**src/logic/status_reporting_regs.svh**
```systemverilog
// Bit positions, reset values and sizes of the status reporting block
`ifndef STATUS_REPORTING_REGS_SVH
`define STATUS_REPORTING_REGS_SVH

// Status byte fields
`define SB_RID_BIT      7
`define SB_RQS_BIT      6
`define SB_ESB_BIT      5
`define SB_MAV_BIT      4
`define SB_EAV_BIT      3
`define SB_INSTRUMENT_CHANGE_SUMMARY_BIT     2
`define SB_LIVE_MASK    8'hBC
`define SB_RESET        8'h00
`define SRE_RESET       8'h00

// Event latch fields
`define EV_PON_BIT      7
`define EV_CME_BIT      5
`define EV_EXE_BIT      4
`define EV_DDE_BIT      3
`define EV_QYE_BIT      2
`define EV_OPC_BIT      0
`define EV_LIVE_MASK    16'h00BD
`define EV_LATCH_RESET  16'h0080
`define EV_MASK_RESET   16'h0000

// Error queue and poll reply sizes
`define ERRQ_DEPTH      16
`define ERRQ_AW         4
`define POLL_STR_LEN    4
`define POLL_CNT_W      3
`endif

```
**src/logic/status_reporting_pkg.sv**
```systemverilog
// Types shared by the status reporting block
package status_reporting_pkg;
    typedef enum logic [3:0] {
        CMD_NONE      = 4'h0,
        CMD_STB_QUERY = 4'h1,
        CMD_SRE_WRITE = 4'h2,
        CMD_SRE_QUERY = 4'h3,
        CMD_ESR_QUERY = 4'h4,
        CMD_ESE_WRITE = 4'h5,
        CMD_ESE_QUERY = 4'h6,
        CMD_CLS       = 4'h7,
        CMD_ERR_QUERY = 4'h8
    } remote_cmd_e;

    typedef struct packed {
        logic        valid;
        remote_cmd_e code;
        logic [15:0] data;
    } remote_req_s;

    typedef struct packed {
        logic       valid;
        logic [7:0] data;
    } tx_char_s;

    typedef enum logic [1:0] {
        TX_IDLE   = 2'b00,
        TX_STRING = 2'b01,
        TX_STATUS = 2'b10
    } tx_state_e;
endpackage

```
**src/logic/error_queue.sv**
```systemverilog
// Sixteen-entry first-in first-out store of error codes
`timescale 1ns/100ps
`default_nettype none
`include "status_reporting_regs.svh"
module error_queue (
    // Clock and reset
    input  wire logic        ref_clk_in,
    input  wire logic        reset_in,
    // Queue control
    input  wire logic        push_in,
    input  wire logic [15:0] code_in,
    input  wire logic        pop_in,
    input  wire logic        flush_in,
    // Queue status
    output logic [15:0]      head_out,
    output logic             pending_out
);
    import status_reporting_pkg::*;

    typedef struct packed {
        logic [`ERRQ_AW-1:0] rd_ptr;
        logic [`ERRQ_AW-1:0] wr_ptr;
        logic [`ERRQ_AW:0]   count;
    } errq_state_s;

    logic [15:0] mem_ff [`ERRQ_DEPTH];
    errq_state_s st_ff;
    errq_state_s nxt_st;
    logic        do_push;
    logic        do_pop;

    // A full queue drops the newest code; the oldest ones are kept
    assign do_push = push_in && (st_ff.count != 5'(`ERRQ_DEPTH)) && !flush_in;
    assign do_pop  = pop_in && (st_ff.count != 5'h00) && !flush_in;

    always_comb begin
        nxt_st = st_ff;
        if (flush_in) begin
            nxt_st = '0;
        end else begin
            if (do_push) nxt_st.wr_ptr = st_ff.wr_ptr + 4'h1;
            if (do_pop) nxt_st.rd_ptr = st_ff.rd_ptr + 4'h1;
            nxt_st.count = st_ff.count + 5'(do_push) - 5'(do_pop);
        end
    end

    always_ff @(posedge ref_clk_in or posedge reset_in) begin
        if (reset_in) begin
            st_ff <= '0;
        end else begin
            st_ff <= nxt_st;
        end
    end

    always_ff @(posedge ref_clk_in) begin
        if (do_push) mem_ff[st_ff.wr_ptr] <= code_in;
    end

    assign head_out    = (st_ff.count == 5'h00) ? 16'h0000 : mem_ff[st_ff.rd_ptr];
    assign pending_out = (st_ff.count != 5'h00);
endmodule
`default_nettype wire

```
**src/logic/poll_reply_tx.sv**
```systemverilog
// Sends the poll reply string and then a captured status byte
`timescale 1ns/100ps
`default_nettype none
`include "status_reporting_regs.svh"
module poll_reply_tx (
    // Clock and reset
    input  wire logic                         ref_clk_in,
    input  wire logic                         reset_in,
    // Trigger
    input  wire logic                         start_in,
    input  wire logic [7:0]                   status_in,
    input  wire logic [`POLL_STR_LEN*8-1:0]   string_in,
    // Character stream
    output status_reporting_pkg::tx_char_s    tx_out,
    input  wire logic                         tx_ready_in,
    output logic                              busy_out
);
    import status_reporting_pkg::*;

    typedef struct packed {
        tx_state_e             state;
        logic [`POLL_CNT_W-1:0] idx;
        logic [7:0]            status;
    } tx_seq_s;

    tx_seq_s st_ff;
    tx_seq_s nxt_st;

    always_comb begin
        nxt_st = st_ff;
        case (st_ff.state)
            TX_IDLE: begin
                if (start_in) begin
                    nxt_st.state  = TX_STRING;
                    nxt_st.idx    = '0;
                    nxt_st.status = status_in;
                end
            end
            TX_STRING: begin
                if (tx_ready_in) begin
                    nxt_st.idx = st_ff.idx + 3'h1;
                    if (st_ff.idx == 3'(`POLL_STR_LEN - 1)) nxt_st.state = TX_STATUS;
                end
            end
            TX_STATUS: begin
                if (tx_ready_in) nxt_st.state = TX_IDLE;
            end
            default: nxt_st.state = TX_IDLE;
        endcase
    end

    always_ff @(posedge ref_clk_in or posedge reset_in) begin
        if (reset_in) begin
            st_ff <= '{state: TX_IDLE, idx: '0, status: 8'h00};
        end else begin
            st_ff <= nxt_st;
        end
    end

    // First string character sits in the top byte
    always_comb begin
        tx_out.valid = (st_ff.state == TX_STRING) || (st_ff.state == TX_STATUS);
        tx_out.data  = st_ff.status;
        if (st_ff.state == TX_STRING) begin
            tx_out.data = string_in[(`POLL_STR_LEN - 1 - int'(st_ff.idx)) * 8 +: 8];
        end
    end

    assign busy_out = (st_ff.state != TX_IDLE);
endmodule
`default_nettype wire

```
**src/logic/ieee488_status_reporting.sv**
```systemverilog
// Status byte, service request, event latch and error queue logic
//
// Functional notes
// - Status byte bits 1 and 0 read zero
// - Status byte cleared at power-up
// - Serial poll returns the status byte
// - Bit 7 shows remote interface awaiting input
// - Enabled summary rising edge on bits 5 to 2 sets request latch
// - Bit 6 query level: any enabled summary
// - Status query returns summary level remotely
// - Bit 5 set by enabled event latch bits
// - Bit 4 set while output buffer holds data
// - Bit 3 set while error queue non-empty
// - Error codes kept in sixteen-entry queue
// - Bit 2 set by instrument change input, no mask
// - SRQ asserted while request latch is set
// - Poll, clear or summary drop clears request
// - Summary level drops only when all disabled
// - Service mask cleared at reset, one enables
// - Event latch sixteen bits, dead bits zero
// - Event latch cleared on every read
// - Event latch holds 128 after power-on
// - Event mask gates summary, cleared at reset
// - Event summary holds until read, clear or event mask write
// - Control-P sends reply string, status byte
// - Event latch bit placement fixed
// - Event mask read is non-destructive, 16 bits
`timescale 1ns/100ps
`default_nettype none
`include "status_reporting_regs.svh"
module ieee488_status_reporting (
    // Clock and reset
    input  wire logic                            ref_clk_in,
    input  wire logic                            reset_in,
    // Remote command port
    input  wire status_reporting_pkg::remote_req_s req_in,
    output logic                                 reply_valid_out,
    output logic [15:0]                          reply_data_out,
    // IEEE-488 serial poll and service request
    input  wire logic                            spoll_in,
    output logic                                 spoll_valid_out,
    output logic [7:0]                           spoll_data_out,
    output logic                                 srq_out,
    // Instrument conditions
    input  wire logic                            remote_idle_in,
    input  wire logic                            output_pending_in,
    input  wire logic                            instrument_change_in,
    // Event pulses, one bit per event latch position
    input  wire logic                            power_cycle_flag_in,
    input  wire logic                            command_syntax_error_in,
    input  wire logic                            run_fault_flag_in,
    input  wire logic                            device_specific_fault_in,
    input  wire logic                            query_fault_flag_in,
    input  wire logic                            operation_complete_flag_in,
    // Error queue filling side
    input  wire logic                            err_push_in,
    input  wire logic [15:0]                     err_code_in,
    // Serial, USB or Ethernet poll reply stream
    input  wire logic                            ctrl_p_in,
    input  wire logic [`POLL_STR_LEN*8-1:0]      poll_reply_string_in,
    output status_reporting_pkg::tx_char_s       tx_out,
    input  wire logic                            tx_ready_in,
    // Register views
    output logic [7:0]                           status_byte_out,
    output logic [7:0]                           service_mask_out,
    output logic [15:0]                          event_latch_reg_out,
    output logic [15:0]                          event_mask_out
);
    import status_reporting_pkg::*;

    ////////////////////////////////
    // State

    typedef struct packed {
        logic [7:0]  status_byte;
        logic        service_request_latch;
        logic [3:0]  prev_enabled;
        logic [7:0]  service_mask;
        logic [15:0] event_latch_reg;
        logic [15:0] event_mask;
        logic        reply_valid;
        logic [15:0] reply_data;
        logic        spoll_valid;
        logic [7:0]  spoll_data;
    } status_state_s;

    status_state_s st_ff;
    status_state_s nxt_st;

    ////////////////////////////////
    // Decoding helpers

    // Strobe for one command code, used for the clear, read and mask write decodes
    function automatic logic cmd_hit(input remote_req_s req, input remote_cmd_e code);
        cmd_hit = req.valid && (req.code == code);
    endfunction

    // Gate a summary byte by the service mask; bits 6, 1 and 0 never count
    function automatic logic [7:0] enabled_bits(input logic [7:0] flags,
                                                input logic [7:0] mask);
        enabled_bits = flags & mask & `SB_LIVE_MASK;
    endfunction

    ////////////////////////////////
    // Command strobes

    logic cls_cmd;
    logic esr_read;
    logic err_read;
    logic poll_any;
    logic tx_busy;
    logic poll_start;

    assign cls_cmd  = cmd_hit(req_in, CMD_CLS);
    assign esr_read = cmd_hit(req_in, CMD_ESR_QUERY);
    assign err_read = cmd_hit(req_in, CMD_ERR_QUERY);

    // A control-P arriving while a reply is still going out is dropped
    assign poll_start = ctrl_p_in && !tx_busy;
    assign poll_any   = spoll_in || poll_start;

    ////////////////////////////////
    // Error queue

    logic [15:0] err_head;
    logic        err_pending;

    error_queue u_error_queue (
        .ref_clk_in  (ref_clk_in),
        .reset_in    (reset_in),
        .push_in     (err_push_in),
        .code_in     (err_code_in),
        .pop_in      (err_read),
        .flush_in    (cls_cmd),
        .head_out    (err_head),
        .pending_out (err_pending)
    );

    ////////////////////////////////
    // Event latch inputs

    logic [15:0] event_set;

    always_comb begin
        event_set                 = 16'h0000;
        event_set[`EV_PON_BIT]    = power_cycle_flag_in;
        event_set[`EV_CME_BIT]    = command_syntax_error_in;
        event_set[`EV_EXE_BIT]    = run_fault_flag_in;
        event_set[`EV_DDE_BIT]    = device_specific_fault_in;
        event_set[`EV_QYE_BIT]    = query_fault_flag_in;
        event_set[`EV_OPC_BIT]    = operation_complete_flag_in;
    end

    ////////////////////////////////
    // Summary flags

    logic [7:0] live_flags;
    logic [7:0] enabled_now;
    logic [3:0] enabled_sum;
    logic [3:0] rising;
    logic       summary_status_level;
    logic       event_summary_flag;

    // Summary stays up as long as the latch holds an enabled bit
    assign event_summary_flag = |(st_ff.event_latch_reg & st_ff.event_mask
                                  & `EV_LIVE_MASK);

    always_comb begin
        live_flags               = 8'h00;
        live_flags[`SB_RID_BIT]  = remote_idle_in;
        live_flags[`SB_ESB_BIT]  = event_summary_flag;
        live_flags[`SB_MAV_BIT]  = output_pending_in;
        live_flags[`SB_EAV_BIT]  = err_pending;
        live_flags[`SB_INSTRUMENT_CHANGE_SUMMARY_BIT] = instrument_change_in;
    end

    assign enabled_now = enabled_bits(live_flags, st_ff.service_mask);

    // Remote idle is part of the level but raises no request on its own
    assign summary_status_level = |enabled_now;
    assign enabled_sum = enabled_now[`SB_ESB_BIT:`SB_INSTRUMENT_CHANGE_SUMMARY_BIT];
    assign rising      = enabled_sum & ~st_ff.prev_enabled;

    ////////////////////////////////
    // Next state

    logic [7:0] poll_byte;

    // Serial poll carries the request latch in bit 6
    always_comb begin
        poll_byte              = st_ff.status_byte;
        poll_byte[`SB_RQS_BIT] = st_ff.service_request_latch;
    end

    always_comb begin
        nxt_st = st_ff;
        nxt_st.prev_enabled = enabled_sum;

        // Request latch: a fresh edge wins over every clear
        if (|rising) begin
            nxt_st.service_request_latch = 1'b1;
        end else if (poll_any || cls_cmd || !summary_status_level) begin
            nxt_st.service_request_latch = 1'b0;
        end

        // Status byte copy tracks the flags each cycle
        nxt_st.status_byte = live_flags & `SB_LIVE_MASK;
        nxt_st.status_byte[`SB_RQS_BIT] = summary_status_level;

        // Event latch: clear on read or clear, new events always land
        if (esr_read || cls_cmd) begin
            nxt_st.event_latch_reg = event_set & `EV_LIVE_MASK;
        end else begin
            nxt_st.event_latch_reg = (st_ff.event_latch_reg | event_set)
                                     & `EV_LIVE_MASK;
        end

        // Mask writes
        if (cmd_hit(req_in, CMD_SRE_WRITE)) begin
            nxt_st.service_mask = req_in.data[7:0] & `SB_LIVE_MASK;
        end
        if (cmd_hit(req_in, CMD_ESE_WRITE)) begin
            nxt_st.event_mask = req_in.data;
        end

        // Query replies, one cycle after the command
        nxt_st.reply_valid = 1'b0;
        if (req_in.valid) begin
            case (req_in.code)
                CMD_STB_QUERY: begin
                    nxt_st.reply_valid = 1'b1;
                    nxt_st.reply_data  = {8'h00, st_ff.status_byte};
                end
                CMD_SRE_QUERY: begin
                    nxt_st.reply_valid = 1'b1;
                    nxt_st.reply_data  = {8'h00, st_ff.service_mask};
                end
                CMD_ESR_QUERY: begin
                    nxt_st.reply_valid = 1'b1;
                    nxt_st.reply_data  = st_ff.event_latch_reg;
                end
                CMD_ESE_QUERY: begin
                    nxt_st.reply_valid = 1'b1;
                    nxt_st.reply_data  = st_ff.event_mask;
                end
                CMD_ERR_QUERY: begin
                    nxt_st.reply_valid = 1'b1;
                    nxt_st.reply_data  = err_head;
                end
                default: begin
                    nxt_st.reply_valid = 1'b0;
                end
            endcase
        end

        // Serial poll answer
        nxt_st.spoll_valid = spoll_in;
        if (spoll_in) begin
            nxt_st.spoll_data = poll_byte;
        end
    end

    ////////////////////////////////
    // Registers

    always_ff @(posedge ref_clk_in or posedge reset_in) begin
        if (reset_in) begin
            st_ff.status_byte           <= `SB_RESET;
            st_ff.service_request_latch <= 1'b0;
            st_ff.prev_enabled          <= 4'h0;
            st_ff.service_mask          <= `SRE_RESET;
            st_ff.event_latch_reg       <= `EV_LATCH_RESET;
            st_ff.event_mask            <= `EV_MASK_RESET;
            st_ff.reply_valid           <= 1'b0;
            st_ff.reply_data            <= 16'h0000;
            st_ff.spoll_valid           <= 1'b0;
            st_ff.spoll_data            <= 8'h00;
        end else begin
            st_ff <= nxt_st;
        end
    end

    ////////////////////////////////
    // Poll reply over the character link

    poll_reply_tx u_poll_reply_tx (
        .ref_clk_in  (ref_clk_in),
        .reset_in    (reset_in),
        .start_in    (poll_start),
        .status_in   (poll_byte),
        .string_in   (poll_reply_string_in),
        .tx_out      (tx_out),
        .tx_ready_in (tx_ready_in),
        .busy_out    (tx_busy)
    );

    ////////////////////////////////
    // Outputs

    assign srq_out             = st_ff.service_request_latch;
    assign reply_valid_out     = st_ff.reply_valid;
    assign reply_data_out      = st_ff.reply_data;
    assign spoll_valid_out     = st_ff.spoll_valid;
    assign spoll_data_out      = st_ff.spoll_data;
    assign status_byte_out     = st_ff.status_byte;
    assign service_mask_out    = st_ff.service_mask;
    assign event_latch_reg_out = st_ff.event_latch_reg;
    assign event_mask_out      = st_ff.event_mask;
endmodule
`default_nettype wire

```
**config.mk**
```make
export PLATFORM = sky130hd
export DESIGN_NAME = ieee488_status_reporting
export DESIGN_NICKNAME = d
export VERILOG_FILES = /design/src/logic/status_reporting_pkg.sv /design/src/logic/error_queue.sv /design/src/logic/poll_reply_tx.sv /design/src/logic/ieee488_status_reporting.sv
export VERILOG_INCLUDE_DIRS = /design/src /design/src/logic
export SDC_FILE = /design/constraint.sdc
export NUM_CORES = 1
export LEC_CHECK = 0
export ABC_AREA = 1
export BUFFER_PORTS_ARGS = -buffer_cell sky130_fd_sc_hd__buf_4
export CORE_MARGIN = 2
export CORE_UTILIZATION = 37
export CTS_BUF_LIST = sky130_fd_sc_hd__clkbuf_2 sky130_fd_sc_hd__clkbuf_4 sky130_fd_sc_hd__clkbuf_8
export DETAILED_ROUTE_END_ITERATION = 8
export HOLD_SLACK_MARGIN = 0.03
export SYNTH_ARGS = -nofsm -noshare
export SYNTH_HDL_FRONTEND = slang
export SYNTH_SLANG_ARGS = --single-unit
```
**constraint.sdc**
```tcl
create_clock -name ref_clk_in -period 3.2 [get_ports ref_clk_in]
set_input_delay 0.16 -clock ref_clk_in [delete_from_list [all_inputs] [get_ports ref_clk_in]]
set_output_delay 0.16 -clock ref_clk_in [all_outputs]
set_load 0.02 [all_outputs]
```
==> Word-level counts from Yosys, hierarchy flattened <==
Memories as Yosys holds them, arrays and structs flattened.
Index checks and enable logic that the tools add are counted.
{ "op_classes": {"bitwise": 5, "reduce_logical": 35, "shifts": 1, "n_eq_ne": 16, "n_mux": 19, "div": 0, "n_mul": 0, "addsub": 6, "order_cmp": 0} }
{ "ops": {"columns": ["op", "n"], "rows": [
  ["one-hot mux 16 bit (5 select lines)", 1],
  ["indexed part select 32 x 32 -> 8 bit", 1],
  ["two-way mux 13 bit", 2],
  ["two-way mux 17 bit", 1],
  ["AND 8 bit", 2],
  ["== test 4 x 3 -> 1 bit (second input constant)", 4],
  ["two-way mux 16 bit", 1],
  ["two-way mux 8 bit", 2],
  ["logical AND 1 bit", 10],
  ["nonzero test 2 bit", 5],
  ["nonzero test 5 bit", 2],
  ["OR reduction 5 bit", 2],
  ["adder 4 x 1 -> 4 bit (second input constant)", 2],
  ["== test 4 x 2 -> 1 bit (second input constant)", 2],
  ["two-way mux 4 bit", 2],
  ["OR 8 bit", 1],
  ["!= test 2 bit (second input constant)", 3],
  ["one-hot mux 2 bit (3 select lines)", 1],
  ["one-hot mux 3 bit (2 select lines)", 1],
  ["OR reduction 6 bit", 1],
  ["adder 5 x 1 -> 5 bit", 1],
  ["zero test 5 bit", 1],
  ["logical OR 1 bit", 5],
  ["two-way mux 1 bit", 5],
  ["20 further kinds", 24]
]} }
{ "totals": {"mem_bits_ro": 0, "regBits": 88, "ramBits": 256, "latchBits": 0, "n_memories": 1} }
{ "mem_list": {"columns": ["name", "words", "word_bits", "read_ports", "rd_clocked_by_memory_dff", "write_ports", "line", "rtl"], "rows": [
  ["u_error_queue.mem_ff", 16, 16, 1, 0, 1, "error_queue.sv:26", "logic [15:0] mem_ff [`ERRQ_DEPTH];"]
]} }

==> Longest topological paths before layout <==
{ "depth": {"word_depth": 8, "ltp_mapped": 14} }

==> Hierarchy <==
Synthesis repeated with hierarchy kept, for this count alone.
{ "unflattened": {"cells_unflattened": 1548, "area_unflattened_um2": 15586.2} }
{ "modules_own_cells": {"columns": ["module", "cells_each", "area_each_um2", "seq_area_each_um2", "instances"], "rows": [
  ["error_queue", 963, 11108.2, 8012.7, 1],
  ["ieee488_status_reporting", 426, 3447.1, 1552.7, 1],
  ["poll_reply_tx", 159, 1031.0, 325.3, 1]
]} }

==> Least setup slack after synthesis <==
Ideal clock, no wire load.
{ "synth_timing": {"path_type": "flip-flop to flip-flop", "from": "reg u_error_queue.st_ff[2] (netlist bit)", "to": "mem u_error_queue.mem_ff[2][0], enable pin", "path_buffers": 0, "setup_time_ns": 0.409, "arrival_ns": 2.195, "path_stages_with_launch": 8, "setup_slack_ns": 0.596, "synth_period_minus_slack_ns": 2.604, "required_time_ns": 2.791, "path_cell_list": "dfrtp_1 > inv_1 > ha_1 > nand4_1 > nand2_1 > nor2_4 > nand2_1 > nor3_1"} }
{ "synth_between": {"elab_chain_len": 5} }
{ "synth_lines": {"columns": ["element", "line", "rtl"], "rows": [
  ["from (decl)", "error_queue.sv:27", "errq_state_s st_ff;"],
  ["from (signal assigned)", "error_queue.sv:51", "st_ff <= nxt_st;"],
  ["!= test 5 bit", "error_queue.sv:33", "assign do_push = push_in && (st_ff.count != 5'(`ERRQ_DEPTH)) && !flush_in;"],
  ["logical AND 1 bit (2 in a row)", "error_queue.sv:33", null],
  ["two-way mux 1 bit", "error_queue.sv:56", "if (do_push) mem_ff[st_ff.wr_ptr] <= code_in;"],
  ["two-way mux 1 bit (implied by the code)", "error_queue.sv:56", null],
  ["to (decl)", "error_queue.sv:26", null]
]} }
Every way passes these cells.

==> run_results.csv <==
group,metric,value,unit
status,status,"finished, final reports clean",
layout,nNetsFinal,1687,
cts,cts_tree,"yes",
pwr,p_leak,7.35,nW
drt,vias,10645,
drt,firstDrtPassIters,8,
place,hpwl,23700,um
timing,clock_skew,0.0143,ns
layout,final_common_cell,"nand2_1",
timing,max-slew-margin-rel,0.296,
floorplan,chipWidth,206,um
cts,cts_buffers,56,
floorplan,die_y,206,um
pwr,total_power,13.4,mW
layout,final_cell_mix,"343 x nand2_1, 256 x edfxtp_1, 250 x nand3_1",
drt,post_drt_wl_per_cell,17.8,um
place,place_area,16500,sq um
timing,finalSetupTns,0,ns
yosys,yosysUniqueCellTypes,43,
drt,wl,38400,um
cts,insertion_delay,0.61,ns
min_path,hold_path_class,"in -> reg",
yosys,ys_seq_area_frac,0.650,
timing,slew_viol_final,0,
pwr,peakVddDrop,418,uV
yosys,synth_cells,1415,
timing,grt_setup_unrepaired,"no",
critical_path,worst-path-buf-inv,3,
floorplan,start_util,0.373,
critical_path,end_kind,"flop",
layout,finish.instance_area,18200,sq um
timing,post-route-period-util,0.851,
critical_path,critPathKind,"in -> reg",
global_routing,grt_max_degree,131,
drt,ant_nets,0,
timing,fmax,367,MHz
floorplan,row_count,74,
cts,cts_buffer_depth,3,
yosys,syn_area,15100,sq um
floorplan,num_io_pins,168,
layout,synthToLayoutAreaGrowth,20.0,%
place,portBuffers,150,
place,gp_congestion,0.774,
drt,drc,0,
global_routing,grt_pass1_wl,57700,um
floorplan,core-area,40600,sq um
global_routing,antenna_found_initial,0,
cts,htreeDepth,2,
timing,finalSetupViolCount,0,
drt,first_iter_violations,1059,
critical_path,cp_max_fo,7,
timing,tightest_slew,1.05,ns
layout,final_layout_size_suffix_gt1_frac,0.213,
yosys,synth_edf_count,256,
yosys,ys_seq_elements,342,
critical_path,worstPathCellList,"dlygate4sd3_1, buf_4, nand2_2, dlygate4sd3_1, nor2_4, nor2_4, ha_1, fa_1, nand2_1, a21oi_1, or2_2, o21ai_0, a21oi_1",
cts,post_cts_resized,0,
cts,root_buffer,"clkbuf_8",
yosys,yosysWarnings,0,
global_routing,gr-total-overflow,0,
yosys,synthFlopType,"edfxtp_1",
job,drv_cap,0,
critical_path,required,3.69,ns
critical_path,crit_family,"buffers and inverters",
layout,n_antenna_cell,0,
cts,clock-sinks,342,
drt,via_per_inst,4.92,
global_routing,grt_pass1_vias,10072,
timing,hold_viol_final,0,
layout,nFillCells,3807,
critical_path,cp_slowest_stage_delay,0.60,ns
critical_path,cp.arrival,3.21,ns
pwr,powerDensity,741,nW/um^2
yosys,avgSynthCellArea,10.7,sq um
critical_path,cp_slowest_cell,"dlygate4sd3_1",
timing,final_period_minus_worst_setup_slack,2.72,ns
global_routing,grt_use_total,0.178,
cts,clk_pin_slew,0.07,ns
floorplan,die_area,42500,sq um
critical_path,start_kind,"input pin",
yosys,ys_async_sr_fraction,0.251,
kinds of logic after synthesis:
kind of cell             count (synthesis)  share of synthesized area
other                                    1                   0.000248
multiplexers                             2                    0.00149
flip-flops                             342                      0.650
AO/OA/AOI/OAI                          119                     0.0469
AND/OR/NAND/NOR                        711                      0.207
buffers and inverters                  222                     0.0783
XOR/XNOR                                 1                   0.000579
adder cells (fa/ha/maj)                 17                     0.0146
flip-flops by register name, indices dropped and copies added (netlist names):
name	cells
u_error_queue.mem_ff	256
event_mask_out	16
reply_data_out	16
u_error_queue.st_ff	13
u_poll_reply_tx.st_ff	11
event_latch_reg_out	6
spoll_data_out	6
status_byte_out	6
service_mask_out	5
st_ff	4
reply_valid_out	1
spoll_valid_out	1
srq_out	1
metal layers:
layer | routed length, um | vias to the layer above | track usage | share of wire
li1 | - | 5108 | - | -
met1 | 16800 | 5097 | 0.248 | 0.44
met2 | 18200 | 375 | 0.287 | 0.47
met3 | 2550 | 65 | 0.0306 | 0.066
met4 | 879 | 0 | 0.0515 | 0.023
met5 | 0 | - | 0 | 0
synthesized netlist by cell type, drive strengths merged (4+ instances only):
| library cell | instances | share of area |
|---|---|---|
| o21bai | 6 | 0.0030 |
| or2 | 4 | 0.0017 |
| o21ai | 57 | 0.019 |
| inv | 80 | 0.020 |
| nand2 | 350 | 0.089 |
| a22o | 6 | 0.0035 |
| nor3 | 15 | 0.0066 |
| clkinv | 4 | 0.0011 |
| nor2 | 88 | 0.026 |
| edfxtp | 256 | 0.51 |
| dfrtp | 85 | 0.14 |
| buf | 122 | 0.053 |
| o22ai | 14 | 0.0058 |
| ha | 16 | 0.013 |
| clkbuf | 16 | 0.0040 |
| nand3 | 251 | 0.083 |
| a21oi | 32 | 0.014 |
final timing paths:
path | startpoint | end | slack, ns | cells past startpoint
worst max-delay path | req_in[17] | u_error_queue.st_ff[4]$_DFF_PP0_ | 0.48 | 13
worst max register to register | u_error_queue.st_ff[2]$_DFF_PP0_ | u_error_queue.st_ff[4]$_DFF_PP0_ | 0.49 | 14
worst min-delay path | req_in[18] | service_mask_out[4]$_DFFE_PP0P_ | 0.13 | 4
min in group asynchronous | reset_in | status_byte_out[7]$_DFF_PP0_ | 0.25 | 3
worst min register to register | reply_data_out[0]$_DFFE_PP0P_ | reply_data_out[0]$_DFFE_PP0P_ | 0.49 | 2
max in group asynchronous | reset_in | reply_data_out[13]$_DFFE_PP0P_ | 2.15 | 4
worst reg2reg max path, delay by kind of cell (launching register included):
kind | cells | cell delay, ns
compound gates | 3 | 0.25
flops | 1 | 0.38
buf+inv | 2 | 0.12
simple gates | 5 | 0.76
fa+ha+maj | 4 | 1.09
power breakdown:
part | total, mW | internal (mW) | switching, mW | leakage [nW]
Clock | 3.92 | 2.18 | 1.74 | 0.597
Sequential | 5.63 | 5.36 | 0.277 | 3.30
Combinational | 3.90 | 1.33 | 2.57 | 3.45
through the flow:
stage	setup WS [ns]	std cells	utilization	hold WS, ns
3_3_place_gp	0.530	2010	0.407	0.287
4_1_cts	0.467	2162	0.448	0.0735
6_report	0.475	2162	0.448	0.127
3_5_place_dp	0.502	2010	0.407	0.287
5_1_grt	0.315	2162	0.448	0.106
2_1_floorplan	0.596	1431	-	0.191
cell type report:
| type | count | area [sq um] | area share |
|---|---|---|---|
| Clock inverter | 27 | 231 | 0.0128 |
| Clock buffer | 75 | 913 | 0.0503 |
| Timing Repair Buffer | 235 | 1950 | 0.108 |
| Tap cell | 532 | 666 | 0.0367 |
| Sequential cell | 342 | 9850 | 0.542 |
| Inverter | 84 | 319 | 0.0176 |
| Multi-Input combinational cell | 867 | 4220 | 0.233 |
what timing repair did:
item                                    CTS  global route
hold buffers                             50             0
buffers inserted                          0             0
endpoints found under the setup margin    0             0
endpoints found under the hold margin   359             0
(Power assumes the default switching activity.)
